**src/rtl/asc_pkg.sv**
```systemverilog
// Purpose: Shared constants for the analog selector and scaling amplifier.
// Assumes: 40 MHz system clock, AXI4-Lite register access with 32-bit data.
// Notes:   Analog words are 16-bit two's complement, except the 10-bit unsigned physical input code.
package asc_pkg;

  localparam int          DATA_W       = 16;
  localparam int          AXI_AW       = 6;
  localparam int          BLK_W        = 4;
  localparam int          PHYS_W       = 10;

  // Register byte offsets
  localparam logic [5:0]  ADDR_CTRL    = 6'h00;
  localparam logic [5:0]  ADDR_PRESET_A = 6'h04;
  localparam logic [5:0]  ADDR_PRESET_B = 6'h08;
  localparam logic [5:0]  ADDR_PRESET_C = 6'h0c;
  localparam logic [5:0]  ADDR_PRESET_D = 6'h10;
  localparam logic [5:0]  ADDR_LINK_CFG = 6'h14;
  localparam logic [5:0]  ADDR_GAIN    = 6'h18;
  localparam logic [5:0]  ADDR_OFFSET  = 6'h1c;
  localparam logic [5:0]  ADDR_AMP_SRC = 6'h20;
  localparam logic [5:0]  ADDR_MUX_RES = 6'h24;
  localparam logic [5:0]  ADDR_AMP_RES = 6'h28;
  localparam logic [5:0]  ADDR_FLAGS   = 6'h2c;

  // Control and link configuration field positions
  localparam int          CTRL_LEGACY_BIT  = 0;
  localparam int          CTRL_AMP_SRC_BIT = 1;
  localparam int          CTRL_MUX_DP_LSB  = 4;
  localparam int          CTRL_AMP_DP_LSB  = 6;
  localparam int          LINK_EN_BIT      = 7;
  localparam int          LINK_FIELD_W     = 8;

  // Values after reset
  localparam logic [7:0]  CTRL_RST     = 8'h00;
  localparam logic [15:0] PRESET_RST   = 16'h0000;
  localparam logic [31:0] LINK_RST     = 32'h0000_0000;
  localparam logic [15:0] GAIN_RST     = 16'h0064;
  localparam logic [15:0] OFFSET_RST   = 16'h0000;

  // Arithmetic limits
  localparam logic signed [15:0] GAIN_MAX   = 16'sh03e8;
  localparam logic signed [15:0] GAIN_MIN   = 16'shfc18;
  localparam logic signed [15:0] OFFSET_MAX = 16'sh2710;
  localparam logic signed [15:0] OFFSET_MIN = 16'shd8f0;
  localparam logic signed [31:0] GAIN_SCALE = 32'sh0000_0064;
  localparam logic signed [32:0] SUM_MAX    = 33'sh0_0000_7fff;
  localparam logic signed [32:0] SUM_MIN    = 33'sh1_ffff_8000;
  localparam logic [15:0]        RES_MAX    = 16'h7fff;
  localparam logic [15:0]        RES_MIN    = 16'h8000;
  localparam logic [9:0]         PHYS_MAX   = 10'h3e8;

  // Evaluation cycle timing
  localparam int          CLK_PERIOD_NS  = 25;
  localparam int          SCAN_PERIOD_NS = 1000;
  localparam int          SCAN_CYC       = (SCAN_PERIOD_NS + CLK_PERIOD_NS - 1) / CLK_PERIOD_NS;
  localparam int          DIV_W          = 6;
  localparam logic [5:0]  SCAN_LAST      = 6'(SCAN_CYC - 1);

  localparam logic [1:0]  RESP_OKAY      = 2'h0;
  localparam logic [1:0]  RESP_SLVERR    = 2'h2;

endpackage

```
**src/rtl/asc_amp_if.sv**
```systemverilog
// Purpose: Carries operands and result between the register front end and the amplifier.
// Assumes: All signals on the system clock.
// Notes:   Tick marks one evaluation cycle.
`timescale 1ns/1ps
interface asc_amp_if;
  logic               tick;
  logic               legacy_gain;
  logic signed [15:0] value_in;
  logic signed [15:0] gain;
  logic signed [15:0] offset;
  logic signed [15:0] result;
  logic               saturated;

  modport ctrl (output tick, legacy_gain, value_in, gain, offset,
                input  result, saturated);
  modport amp  (input  tick, legacy_gain, value_in, gain, offset,
                output result, saturated);
endinterface

```
**src/rtl/asc_amp.sv**
```systemverilog
// Purpose: Scaling amplifier, input times gain in hundredths plus offset.
// Assumes: Operands stable for the tick cycle.
// Notes:   Result saturates at the signed 16-bit limits.
`timescale 1ns/1ps
module asc_amp (
  input  wire logic    i_sys_clk,
  input  wire logic    i_rst,
  asc_amp_if.amp       bus
);

  typedef struct packed {
    logic [15:0] result;
    logic        saturated;
  } asc_amp_st_t;

  asc_amp_st_t        st_reg;
  asc_amp_st_t        st_next;
  logic signed [15:0] eff_gain;
  logic signed [15:0] eff_off;
  logic signed [31:0] prod;
  logic signed [31:0] scaled;
  logic signed [32:0] sum;
  logic [15:0]        sum_lo;
  logic               ovf;
  logic               unf;

  always_comb begin
    eff_gain = bus.gain;
    if (bus.legacy_gain && bus.gain < 16'sh0000) begin
      eff_gain = 16'sh0000;
    end else if (bus.gain > asc_pkg::GAIN_MAX) begin
      eff_gain = asc_pkg::GAIN_MAX;
    end else if (bus.gain < asc_pkg::GAIN_MIN) begin
      eff_gain = asc_pkg::GAIN_MIN;
    end
    eff_off = bus.offset;
    if (bus.offset > asc_pkg::OFFSET_MAX) begin
      eff_off = asc_pkg::OFFSET_MAX;
    end else if (bus.offset < asc_pkg::OFFSET_MIN) begin
      eff_off = asc_pkg::OFFSET_MIN;
    end
    // Gain is a count of hundredths; truncation is toward zero
    prod   = $signed({{16{bus.value_in[15]}}, bus.value_in}) *
             $signed({{16{eff_gain[15]}}, eff_gain});
    scaled = prod / asc_pkg::GAIN_SCALE;
    sum    = $signed({scaled[31], scaled}) + $signed({{17{eff_off[15]}}, eff_off});
    sum_lo = sum[15:0];
    ovf    = sum > asc_pkg::SUM_MAX;
    unf    = sum < asc_pkg::SUM_MIN;
  end

  always_comb begin
    st_next           = st_reg;
    st_next.saturated = 1'b0;
    if (bus.tick) begin
      if (ovf) begin
        st_next.result = asc_pkg::RES_MAX;
      end else if (unf) begin
        st_next.result = asc_pkg::RES_MIN;
      end else begin
        st_next.result = sum_lo;
      end
      st_next.saturated = ovf | unf;
    end
  end

  always_ff @(posedge i_sys_clk) begin
    if (i_rst) begin
      st_reg <= '0;
    end else begin
      st_reg <= st_next;
    end
  end

  assign bus.result    = st_reg.result;
  assign bus.saturated = st_reg.saturated;
endmodule

```
**src/rtl/asc_top.sv**
```systemverilog
// Purpose: Four-way analog selector with a scaling amplifier behind AXI4-Lite registers.
// Assumes: Selector and link inputs come from logic on i_sys_clk; the physical
//          analog code arrives from outside and is synchronised.
// Notes:   Results move once per evaluation tick from the internal divider.
// Operation
// - Enabled selector outputs the chosen preset value
// - Disabled selector outputs zero regardless of selects
// - Selects 00,01,10,11 choose presets A,B,C,D
// - Presets and result are signed 16-bit values
// - Each preset is fixed or linked block value
// - Selector decimal setting only affects display
// - Amplifier outputs input times gain plus offset
// - Gain accepted from -10.00 to 10.00
// - Offset accepted from -10000 to 10000
// - Legacy generation limits gain to 0..10.00
// - Amplifier result is signed 16-bit value
// - Physical input 0..10 V reads 0..1000
// - Amplifier decimal setting only affects display
`timescale 1ns/1ps
module asc_top #(
  parameter int NUM_BLOCKS = 16
) (
  input  wire logic                      i_sys_clk,
  input  wire logic                      i_rst,
  input  wire logic                      i_axi_awvalid,
  input  wire logic [5:0]                i_axi_awaddr,
  output logic                           o_axi_awready,
  input  wire logic                      i_axi_wvalid,
  input  wire logic [31:0]               i_axi_wdata,
  input  wire logic [3:0]                i_axi_wstrb,
  output logic                           o_axi_wready,
  output logic                           o_axi_bvalid,
  output logic [1:0]                     o_axi_bresp,
  input  wire logic                      i_axi_bready,
  input  wire logic                      i_axi_arvalid,
  input  wire logic [5:0]                i_axi_araddr,
  output logic                           o_axi_arready,
  output logic                           o_axi_rvalid,
  output logic [31:0]                    o_axi_rdata,
  output logic [1:0]                     o_axi_rresp,
  input  wire logic                      i_axi_rready,
  input  wire logic                      i_enable,
  input  wire logic                      i_select_upper,
  input  wire logic                      i_select_lower,
  input  wire logic [NUM_BLOCKS*16-1:0]  i_link_values,
  input  wire logic [9:0]                i_physical_analog_input,
  output logic [15:0]                    o_analog_result,
  output logic [15:0]                    o_amp_result,
  output logic [1:0]                     o_mux_decimals,
  output logic [1:0]                     o_amp_decimals
);

  typedef struct packed {
    logic             aw_got;
    logic [5:0]       aw_addr;
    logic             w_got;
    logic [31:0]      w_data;
    logic [3:0]       w_strb;
    logic             b_valid;
    logic [1:0]       b_resp;
    logic             r_valid;
    logic [31:0]      r_data;
    logic [1:0]       r_resp;
    logic [7:0]       ctrl;
    logic [3:0][15:0] preset;
    logic [31:0]      link_cfg;
    logic [15:0]      gain;
    logic [15:0]      offset;
    logic [3:0]       amp_src;
    logic [15:0]      mux_result;
    logic             sat_flag;
    logic [5:0]       div_cnt;
    logic             tick;
    logic [1:0][9:0]  phys_sync;
  } asc_state_t;

  localparam asc_state_t ST_RST = '{
    ctrl:     asc_pkg::CTRL_RST,
    preset:   {4{asc_pkg::PRESET_RST}},
    link_cfg: asc_pkg::LINK_RST,
    gain:     asc_pkg::GAIN_RST,
    offset:   asc_pkg::OFFSET_RST,
    default:  '0
  };

  localparam int SCAN_N = asc_pkg::SCAN_CYC;
  // Edges from the idle cycle after a tick to the next tick
  localparam int TICK_GAP = SCAN_N - 1;

  asc_state_t    st_reg;
  asc_state_t    st_next;
  logic [15:0]   preset_eff [4];
  logic [1:0]    sel;
  logic [15:0]   sel_value;
  logic [9:0]    phys_clamped;
  logic [15:0]   amp_in;
  logic          wr_fire;
  logic          flag_clr;

  asc_amp_if amp_bus ();

  function automatic logic [15:0] link_pick(input logic [NUM_BLOCKS*16-1:0] v,
                                            input logic [3:0]               idx);
    logic [15:0] r;
    r = 16'h0000;
    for (int k = 0; k < NUM_BLOCKS; k++) begin
      if (idx == 4'(k)) begin
        r = v[k*16 +: 16];
      end
    end
    return r;
  endfunction

  function automatic logic addr_mapped(input logic [5:0] a);
    return (a[1:0] == 2'h0) && (a <= asc_pkg::ADDR_FLAGS);
  endfunction

  function automatic logic [31:0] read_word(input logic [5:0] a, input asc_state_t s,
                                            input logic [15:0] amp_res);
    logic [31:0] r;
    r = 32'h0000_0000;
    unique case (a)
      asc_pkg::ADDR_CTRL:     r = {24'h00_0000, s.ctrl};
      asc_pkg::ADDR_PRESET_A: r = {16'h0000, s.preset[0]};
      asc_pkg::ADDR_PRESET_B: r = {16'h0000, s.preset[1]};
      asc_pkg::ADDR_PRESET_C: r = {16'h0000, s.preset[2]};
      asc_pkg::ADDR_PRESET_D: r = {16'h0000, s.preset[3]};
      asc_pkg::ADDR_LINK_CFG: r = s.link_cfg;
      asc_pkg::ADDR_GAIN:     r = {16'h0000, s.gain};
      asc_pkg::ADDR_OFFSET:   r = {16'h0000, s.offset};
      asc_pkg::ADDR_AMP_SRC:  r = {28'h000_0000, s.amp_src};
      asc_pkg::ADDR_MUX_RES:  r = {16'h0000, s.mux_result};
      asc_pkg::ADDR_AMP_RES:  r = {16'h0000, amp_res};
      asc_pkg::ADDR_FLAGS:    r = {31'h0000_0000, s.sat_flag};
      default:                r = 32'h0000_0000;
    endcase
    return r;
  endfunction

  function automatic logic [31:0] strb_merge(input logic [31:0] old_w,
                                             input logic [31:0] new_w,
                                             input logic [3:0]  strb);
    logic [31:0] r;
    r = old_w;
    for (int b = 0; b < 4; b++) begin
      if (strb[b]) begin
        r[b*8 +: 8] = new_w[b*8 +: 8];
      end
    end
    return r;
  endfunction

  // Each preset is either its stored word or a live value of another block
  for (genvar g = 0; g < 4; g++) begin : g_preset
    assign preset_eff[g] = st_reg.link_cfg[g*asc_pkg::LINK_FIELD_W + asc_pkg::LINK_EN_BIT]
                         ? link_pick(i_link_values,
                                     st_reg.link_cfg[g*asc_pkg::LINK_FIELD_W +: 4])
                         : st_reg.preset[g];
  end

  assign sel       = {i_select_upper, i_select_lower};
  assign sel_value = preset_eff[sel];

  // ADC codes above full scale are clipped rather than wrapped
  assign phys_clamped = (st_reg.phys_sync[1] > asc_pkg::PHYS_MAX)
                      ? asc_pkg::PHYS_MAX : st_reg.phys_sync[1];
  assign amp_in = st_reg.ctrl[asc_pkg::CTRL_AMP_SRC_BIT]
                ? link_pick(i_link_values, st_reg.amp_src)
                : {6'h00, phys_clamped};

  assign amp_bus.tick        = st_reg.tick;
  assign amp_bus.legacy_gain = st_reg.ctrl[asc_pkg::CTRL_LEGACY_BIT];
  assign amp_bus.value_in    = amp_in;
  assign amp_bus.gain        = st_reg.gain;
  assign amp_bus.offset      = st_reg.offset;

  asc_amp u_amp (
    .i_sys_clk (i_sys_clk),
    .i_rst     (i_rst),
    .bus       (amp_bus.amp)
  );

  assign wr_fire  = st_reg.aw_got && st_reg.w_got && !st_reg.b_valid;
  assign flag_clr = wr_fire && (st_reg.aw_addr == asc_pkg::ADDR_FLAGS) &&
                    st_reg.w_strb[0] && st_reg.w_data[0];

  always_comb begin
    logic [31:0] merged;
    merged  = strb_merge(read_word(st_reg.aw_addr, st_reg, amp_bus.result),
                         st_reg.w_data, st_reg.w_strb);
    st_next = st_reg;

    // Evaluation tick divider
    st_next.tick = 1'b0;
    if (st_reg.div_cnt == asc_pkg::SCAN_LAST) begin
      st_next.div_cnt = '0;
      st_next.tick    = 1'b1;
    end else begin
      st_next.div_cnt = 6'(st_reg.div_cnt + 6'h01);
    end

    st_next.phys_sync[0] = i_physical_analog_input;
    st_next.phys_sync[1] = st_reg.phys_sync[0];

    // Write address and data are taken independently, in either order
    if (o_axi_awready && i_axi_awvalid) begin
      st_next.aw_got  = 1'b1;
      st_next.aw_addr = i_axi_awaddr;
    end
    if (o_axi_wready && i_axi_wvalid) begin
      st_next.w_got  = 1'b1;
      st_next.w_data = i_axi_wdata;
      st_next.w_strb = i_axi_wstrb;
    end
    if (wr_fire) begin
      st_next.aw_got  = 1'b0;
      st_next.w_got   = 1'b0;
      st_next.b_valid = 1'b1;
      st_next.b_resp  = addr_mapped(st_reg.aw_addr) ? asc_pkg::RESP_OKAY
                                                    : asc_pkg::RESP_SLVERR;
      unique case (st_reg.aw_addr)
        asc_pkg::ADDR_CTRL:     st_next.ctrl      = merged[7:0];
        asc_pkg::ADDR_PRESET_A: st_next.preset[0] = merged[15:0];
        asc_pkg::ADDR_PRESET_B: st_next.preset[1] = merged[15:0];
        asc_pkg::ADDR_PRESET_C: st_next.preset[2] = merged[15:0];
        asc_pkg::ADDR_PRESET_D: st_next.preset[3] = merged[15:0];
        asc_pkg::ADDR_LINK_CFG: st_next.link_cfg  = merged;
        asc_pkg::ADDR_GAIN:     st_next.gain      = merged[15:0];
        asc_pkg::ADDR_OFFSET:   st_next.offset    = merged[15:0];
        asc_pkg::ADDR_AMP_SRC:  st_next.amp_src   = merged[3:0];
        default:                st_next.ctrl      = st_reg.ctrl;
      endcase
    end
    if (st_reg.b_valid && i_axi_bready) begin
      st_next.b_valid = 1'b0;
    end

    // Saturation is sticky; a new event beats a clear in the same cycle
    st_next.sat_flag = (st_reg.sat_flag & ~flag_clr) | amp_bus.saturated;

    if (o_axi_arready && i_axi_arvalid) begin
      st_next.r_valid = 1'b1;
      st_next.r_data  = read_word(i_axi_araddr, st_reg, amp_bus.result);
      st_next.r_resp  = addr_mapped(i_axi_araddr) ? asc_pkg::RESP_OKAY
                                                  : asc_pkg::RESP_SLVERR;
    end else if (st_reg.r_valid && i_axi_rready) begin
      st_next.r_valid = 1'b0;
    end

    // Selector result, sampled once per evaluation cycle
    if (st_reg.tick) begin
      if (i_enable) begin
        st_next.mux_result = sel_value;
      end else begin
        st_next.mux_result = 16'h0000;
      end
    end
  end

  always_ff @(posedge i_sys_clk) begin
    if (i_rst) begin
      st_reg <= ST_RST;
    end else begin
      st_reg <= st_next;
    end
  end

  assign o_axi_awready   = !st_reg.aw_got && !st_reg.b_valid;
  assign o_axi_wready    = !st_reg.w_got && !st_reg.b_valid;
  assign o_axi_bvalid    = st_reg.b_valid;
  assign o_axi_bresp     = st_reg.b_resp;
  assign o_axi_arready   = !st_reg.r_valid;
  assign o_axi_rvalid    = st_reg.r_valid;
  assign o_axi_rdata     = st_reg.r_data;
  assign o_axi_rresp     = st_reg.r_resp;
  assign o_analog_result = st_reg.mux_result;
  assign o_amp_result    = amp_bus.result;
  // Decimal settings only go out for display, never into arithmetic
  assign o_mux_decimals  = st_reg.ctrl[asc_pkg::CTRL_MUX_DP_LSB +: 2];
  assign o_amp_decimals  = st_reg.ctrl[asc_pkg::CTRL_AMP_DP_LSB +: 2];
endmodule

```
**config.mk**
```make
export PLATFORM = sky130hd
export DESIGN_NAME = asc_top
export DESIGN_NICKNAME = d
export VERILOG_FILES = /design/src/rtl/asc_pkg.sv /design/src/rtl/asc_amp_if.sv /design/src/rtl/asc_amp.sv /design/src/rtl/asc_top.sv
export SDC_FILE = /design/constraint.sdc
export NUM_CORES = 2
export LEC_CHECK = 0
export ABC_AREA = 1
export BUFFER_PORTS_ARGS = -buffer_cell sky130_fd_sc_hd__clkbuf_2
export CORE_ASPECT_RATIO = 1.2
export CORE_MARGIN = 5
export CORE_UTILIZATION = 56
export CTS_CLUSTER_DIAMETER = 80
export DETAILED_ROUTE_END_ITERATION = 8
export PLACE_DENSITY = 0.79
export SLEW_MARGIN = 10
export SYNTH_ARGS = -nofsm -noshare
export SYNTH_HDL_FRONTEND = slang
export SYNTH_SLANG_ARGS = --single-unit
```
**constraint.sdc**
```tcl
create_clock -name i_sys_clk -period 21.6 [get_ports i_sys_clk]
set_input_delay 0 -clock i_sys_clk [delete_from_list [all_inputs] [get_ports i_sys_clk]]
set_output_delay 0 -clock i_sys_clk [all_outputs]
set_load 0.01 [all_outputs]
```
==> qor.csv, run 1 <==
stage,metric,value,unit
outcome,run status,aborted with a tool error,
outcome,Stopped at,global routing (5_1_grt),
outcome,Tool Error,[ERROR GRT-0116] Global routing finished with congestion. Check the congestion regions in the DRC Viewer.,
placed_design,GP Congestion,1.20,
floorplanning,die width,254,um
synthesis,Synth Area in Adders,16.8,%
synthesis,total of warnings raised by yosys,0,
synthesis,cells after synthesis,6117,
synthesis,Synth Area per Inst,6.55,sq um
placed_design,number of port buffers,398,
synthesis,post-synthesis mux area share,0,%
synthesis,post-synthesis sequential area ratio,14.0,%
clock_network,CTS Buffer Depth,3,
floorplanning,Die Y,303,um
synthesis,largest family of logic cells by synthesized area,compound AO/OA/AOI/OAI gates,
synthesis,Post-Syn Area,40100,sq um
clock_network,CTS Buf Count,25,
placed_design,DP HPWL,178,mm
synthesis,simple-gate share of the synthesized area,23.9,%
floorplanning,initial core utilization,56.5,%
clock_network,CTS Root Cell,clkbuf_16,
floorplanning,top-level port count,401,
synthesis,Synth Register Bits,281,
floorplanning,Rows,107,
global_routing,vias in the first global route,63200,
synthesis,Yosys cell types,81,
global_routing,gr usage total,71.3,%
synthesis,number of synthesized flops with an enable pin,0,
clock_network,# H-tree levels,1,
synthesis,commonest register cell after synthesis,dfxtp_1,
synthesis,Async SR Flop Fraction,0,%
clock_network,CTS Sinks,281,
synthesis,Synth Area in Compound Gates,27.9,%
synthesis,Synth Area in XOR/XNOR,2.15,%
global_routing,first-pass GRT wire length,409,mm
global_routing,largest net degree at the start of global routing,118,
global_routing,GRT overflow,20,
## stage by stage
stage / instance area (sq um) / cells / worst slack, ps
2_1_floorplan: 40900 / 6118 / -798
3_3_place_gp: 51000 / 8248 / -2740
3_5_place_dp: 51000 / 8248 / -4090
4_1_cts: 53700 / 8413 / -3180
## metal layers
metal | GRT overflow | GRT usage (%)
met2 | 6 | 90.2
met3 | 0 | 52.9
met4 | 14 | 74.6
met5 | 0 | 22.4
met1 | 0 | 69.7
## cell usage after synthesis (8+ instances only)
| cell type | instances | area share, % |
|---|---|---|
| buf_4 | 56 | 1.0 |
| nand3_2 | 18 | 0.45 |
| a31oi_1 | 16 | 0.25 |
| dfxtp_1 | 281 | 14 |
| nand4_2 | 13 | 0.41 |
| buf_1 | 10 | 0.094 |
| clkinv_1 | 30 | 0.28 |
| o21bai_1 | 11 | 0.21 |
| o32ai_1 | 14 | 0.31 |
| nor3_2 | 8 | 0.20 |
| a21oi_1 | 583 | 7.3 |
| xnor2_1 | 23 | 0.50 |
| nand3b_1 | 8 | 0.15 |
| nor3_1 | 28 | 0.35 |
| o21ai_1 | 49 | 0.61 |
| o221ai_1 | 143 | 3.1 |
| or2_2 | 15 | 0.23 |
| inv_1 | 1156 | 11 |
| o21ai_0 | 601 | 7.5 |
| nor2_1 | 528 | 4.9 |
| nor2_2 | 30 | 0.47 |
| a221oi_1 | 80 | 1.7 |
| nand2_1 | 753 | 7.1 |
| fa_1 | 263 | 13 |
| nand2_4 | 61 | 1.7 |
| o22ai_1 | 134 | 2.1 |
| o2111ai_1 | 55 | 1.2 |
| xor2_1 | 68 | 1.5 |
| o31ai_1 | 12 | 0.22 |
| nor2_4 | 15 | 0.42 |
| clkbuf_1 | 183 | 1.7 |
| nor4_1 | 11 | 0.17 |
| a211oi_1 | 12 | 0.22 |
| o41ai_1 | 17 | 0.37 |
| nand3_1 | 242 | 3.0 |
| o211ai_1 | 100 | 1.9 |
| inv_2 | 48 | 0.45 |
| ha_1 | 119 | 3.7 |
| nand2_2 | 155 | 2.4 |
| nand4_1 | 66 | 1.0 |
## kinds of logic after synthesis
family / count (synthesis)
other: 1
XOR/XNOR: 95
adder cells (fa/ha/maj): 382
flip-flops: 281
buffers and inverters: 1509
AO/OA/AOI/OAI: 1871
AND/OR/NAND/NOR: 1978
## what timing repair did
item / in CTS
resized for setup: 188
endpoints found under the hold margin: 55
buffers inserted: 57
setup endpoints to repair: 17
pin swaps: 123
hold buffers: 59
gates cloned: 4
==> inputs of run 2 (changes only) <==
--- a/config.mk
+++ b/config.mk
@@ -7,12 +7,10 @@
 export LEC_CHECK = 0
 export ABC_AREA = 1
 export BUFFER_PORTS_ARGS = -buffer_cell sky130_fd_sc_hd__clkbuf_2
-export CORE_ASPECT_RATIO = 1.2
 export CORE_MARGIN = 5
-export CORE_UTILIZATION = 56
-export CTS_CLUSTER_DIAMETER = 80
+export CORE_UTILIZATION = 40
 export DETAILED_ROUTE_END_ITERATION = 8
-export PLACE_DENSITY = 0.79
+export PLACE_DENSITY_LB_ADDON = 0.15
 export SLEW_MARGIN = 10
 export SYNTH_ARGS = -nofsm -noshare
 export SYNTH_HDL_FRONTEND = slang
==> constraint.sdc (replaced) <==
create_clock -name i_sys_clk -period 28.1 [get_ports i_sys_clk]
set_input_delay 0 -clock i_sys_clk [delete_from_list [all_inputs] [get_ports i_sys_clk]]
set_output_delay 0 -clock i_sys_clk [all_outputs]
set_load 0.01 [all_outputs]
==> run 2 against run 1 <==
The run now ends clean. Synthesized area stayed put. Synthesized cell count stayed put.
==> qor.csv, run 2 <==
stage,metric,value,unit
timing,Fin. Hold Viols,0,
floorplanning,top-level port count,401,
route,DR vias,46800,
floorplanning,Die Y,327,um
global_routing,GRT overflow,0,
synthesis,cells after synthesis,6117,
cells_and_area,share of layout cells above drive strength 1,17.5,%
clock_network,CTS Sinks,281,
clock_network,Worst-Skew Late Latency,600,ps
cells_and_area,FF/Latch Area,5630,sq um
floorplanning,initial core utilization,40.1,%
cells_and_area,final core occ,46.2,%
clock_network,CTS Buf Count,30,
synthesis,Async SR Flop Fraction,0,%
global_routing,first-pass GRT wire length,296,mm
setup_path,CP Launch Type,flop,
cells_and_area,# nets final,7225,
global_routing,vias in the first global route,44700,
setup_path,worst r2r dst,u_amp.bus.result[11],
setup_path,kind of critical path,reg2reg,
synthesis,Synth Area in Compound Gates,27.9,%
setup_path,slowest cell on the critical path,fa_1,
timing,final setup skew,37.7,ps
clock_network,# H-tree levels,1,
global_routing,gr usage total,36.2,%
synthesis,Synth Area per Inst,6.55,sq um
setup_path,CP most frequent cell,nand2_4,
route,ANT nets after route,0,
synthesis,Commonest cells post-synth,"inv_1 (1156), nand2_1 (753), o21ai_0 (601)",
min_path,Hold Path Class,in2reg,
setup_path,crit-path max FO,12,
floorplanning,die width,327,um
cells_and_area,most frequent cells in the layout,"inv_1 (1151), nand2_1 (738), o21ai_0 (582), a21oi_1 (566), nor2_1 (514)",
route,vias per cell,5.96,
synthesis,post-synthesis sequential area ratio,14.0,%
timing,Final Max Slew Viols,0,
route,1st-iter DRT viols,5669,
setup_path,Register-to-Register Path Depth,189,
floorplanning,Die ar.,107000,sq um
synthesis,ranking of synthesized cells by area,"dfxtp_1 (14%), fa_1 (13%), inv_1 (11%)",
route,drt drc,0,
clock_network,CTS Root Cell,clkbuf_16,
setup_path,worst r2r src,st_reg[47],
timing,Slew HR,5.98,%
synthesis,simple-gate share of the synthesized area,23.9,%
timing,Final setup viols,0,
route,TritonRoute pass-1 iters,8,
floorplanning,Rows,116,
setup_path,Worst Setup End Kind,flop,
setup_path,"delay-heaviest family, CP",simple AND/OR/NAND/NOR gates,
route,Avg WL per Cell,25.9,um
outcome,run status,"complete, no violations",
synthesis,Synth Register Bits,281,
setup_path,Crit path arrival time,26650,ps
synthesis,Yosys cell types,81,
synthesis,total of warnings raised by yosys,0,
setup_path,Max stage delay on crit path,580,ps
synthesis,top-count cell post-synth,inv_1,
floorplanning,core area,99900,sq um
synthesis,Post-Syn Area,40100,sq um
global_routing,largest net degree at the start of global routing,82,
synthesis,post-synth top area cell,dfxtp_1,
setup_path,CP Data Required Time,28600,ps
cells_and_area,"commonest non-fill, non-tap cell in the layout",inv_1,
synthesis,post-synthesis mux area share,0,%
clock_network,CTS tree,done,
min_path,Hold EP,o_analog_result[12],
cells_and_area,P&R area growth vs syn,15.0,%
setup_path,reg-to-reg setup timing slack,1950,ps
min_path,Worst Min Path Start,i_link_values[252],
synthesis,number of synthesized flops with an enable pin,0,
placed_design,number of port buffers,398,
synthesis,largest family of logic cells by synthesized area,compound AO/OA/AOI/OAI gates,
route,total wire length,203,mm
cells_and_area,Fillers,10700,
timing,Tightest Pin Transition,1390,ps
synthesis,Synth Area in Adders,16.8,%
timing,clock period minus worst slack,26150,ps
placed_design,DP HPWL,165,mm
synthesis,Synth Area in XOR/XNOR,2.15,%
synthesis,commonest register cell after synthesis,dfxtp_1,
timing,maximum clock frequency,38.2,MHz
synthesis,post-synth top area share,14.0,%
cells_and_area,max reg flops,164,
clock_network,clock transition at the register clock pins on the worst setup and hold paths after CTS,70,ps
global_routing,antenna violations before repair,22,
cells_and_area,area of the multi-input gates,29000,sq um
clock_network,CTS Buffer Depth,3,
setup_path,Buffers & Inverters on Critical Path,17,
placed_design,GP Congestion,1.09,
run,Max Cap Viol,0,
min_path,hold depth,5,
timing,final worst path period share,93.1,%
[run 2: cells by family (layout without fill, tap and decap cells)]
family,count (synthesis),in the layout
buffers and inverters,1509,1933
AO/OA/AOI/OAI,1871,1871
other,1,17
XOR/XNOR,95,95
flip-flops,281,281
adder cells (fa/ha/maj),382,382
AND/OR/NAND/NOR,1978,1978
[run 2: through the flow]
step                      area (sq um)  setup slack [ps]  std cells  setup TNS [ps]  hold WS [ps]
after floorplan                  40100              4400       6118               0          99.2
after global placement           43400               726       7679               0           191
after detailed placement         43400               207       7679               0           193
after CTS                        45200               119       7801               0          3.95
after global routing             46100              -133       7850           -1210          31.1
final                            46100              1950       7855               0          29.0
[run 2: worst max-delay path by stage]
stage                     startpoint                   end  slack [ps]  depth (start not counted)
after floorplan           st_reg[44]  u_amp.bus.result[12]        4400                        200
after global placement    st_reg[44]   u_amp.bus.result[8]         730                        192
after detailed placement  st_reg[44]   u_amp.bus.result[5]         210                        189
after CTS                 st_reg[44]   u_amp.bus.result[5]         120                        191
after global routing      st_reg[44]  u_amp.bus.result[11]        -130                        205
final                     st_reg[47]  u_amp.bus.result[11]        1950                        189
[run 2: area by class of cell]
type,count,area share (%)
inverters,1252,10.4
well taps,1298,3.52
diodes,15,0.0814
repair buffers,625,8.48
clock buffers,36,1.77
flip-flops and latches,281,12.2
clock inverters,19,0.643
multi-input cells,4328,62.8
repair inverters,1,0.0109
[run 2: worst min-delay path: stages]
cell	delay, ps
clkbuf_2	100
a21oi_1	140
a221oi_1	80
o211ai_1	180
a21oi_1	60
[run 2: per-layer routing]
metal,global-route usage (%),part of all wire (%),vias to the layer above
li1,-,-,21200
met1,47.5,41,22300
met2,57.7,44,2649
met3,6.66,9.3,612
met4,17.4,6.0,12
met5,0,0.079,-
[run 2: what timing repair did]
action / 4_1_cts / 5_1_grt
hold buffers: 67 / 0
gates resized for setup: 0 / 150
endpoints found under the hold margin: 112 / 0
setup endpoints to repair: 0 / 17
setup buffers: 0 / 38
Power of run 2 is not shown: default switching activity piles up to over one toggle a cycle in this logic, so the estimate is an artifact.
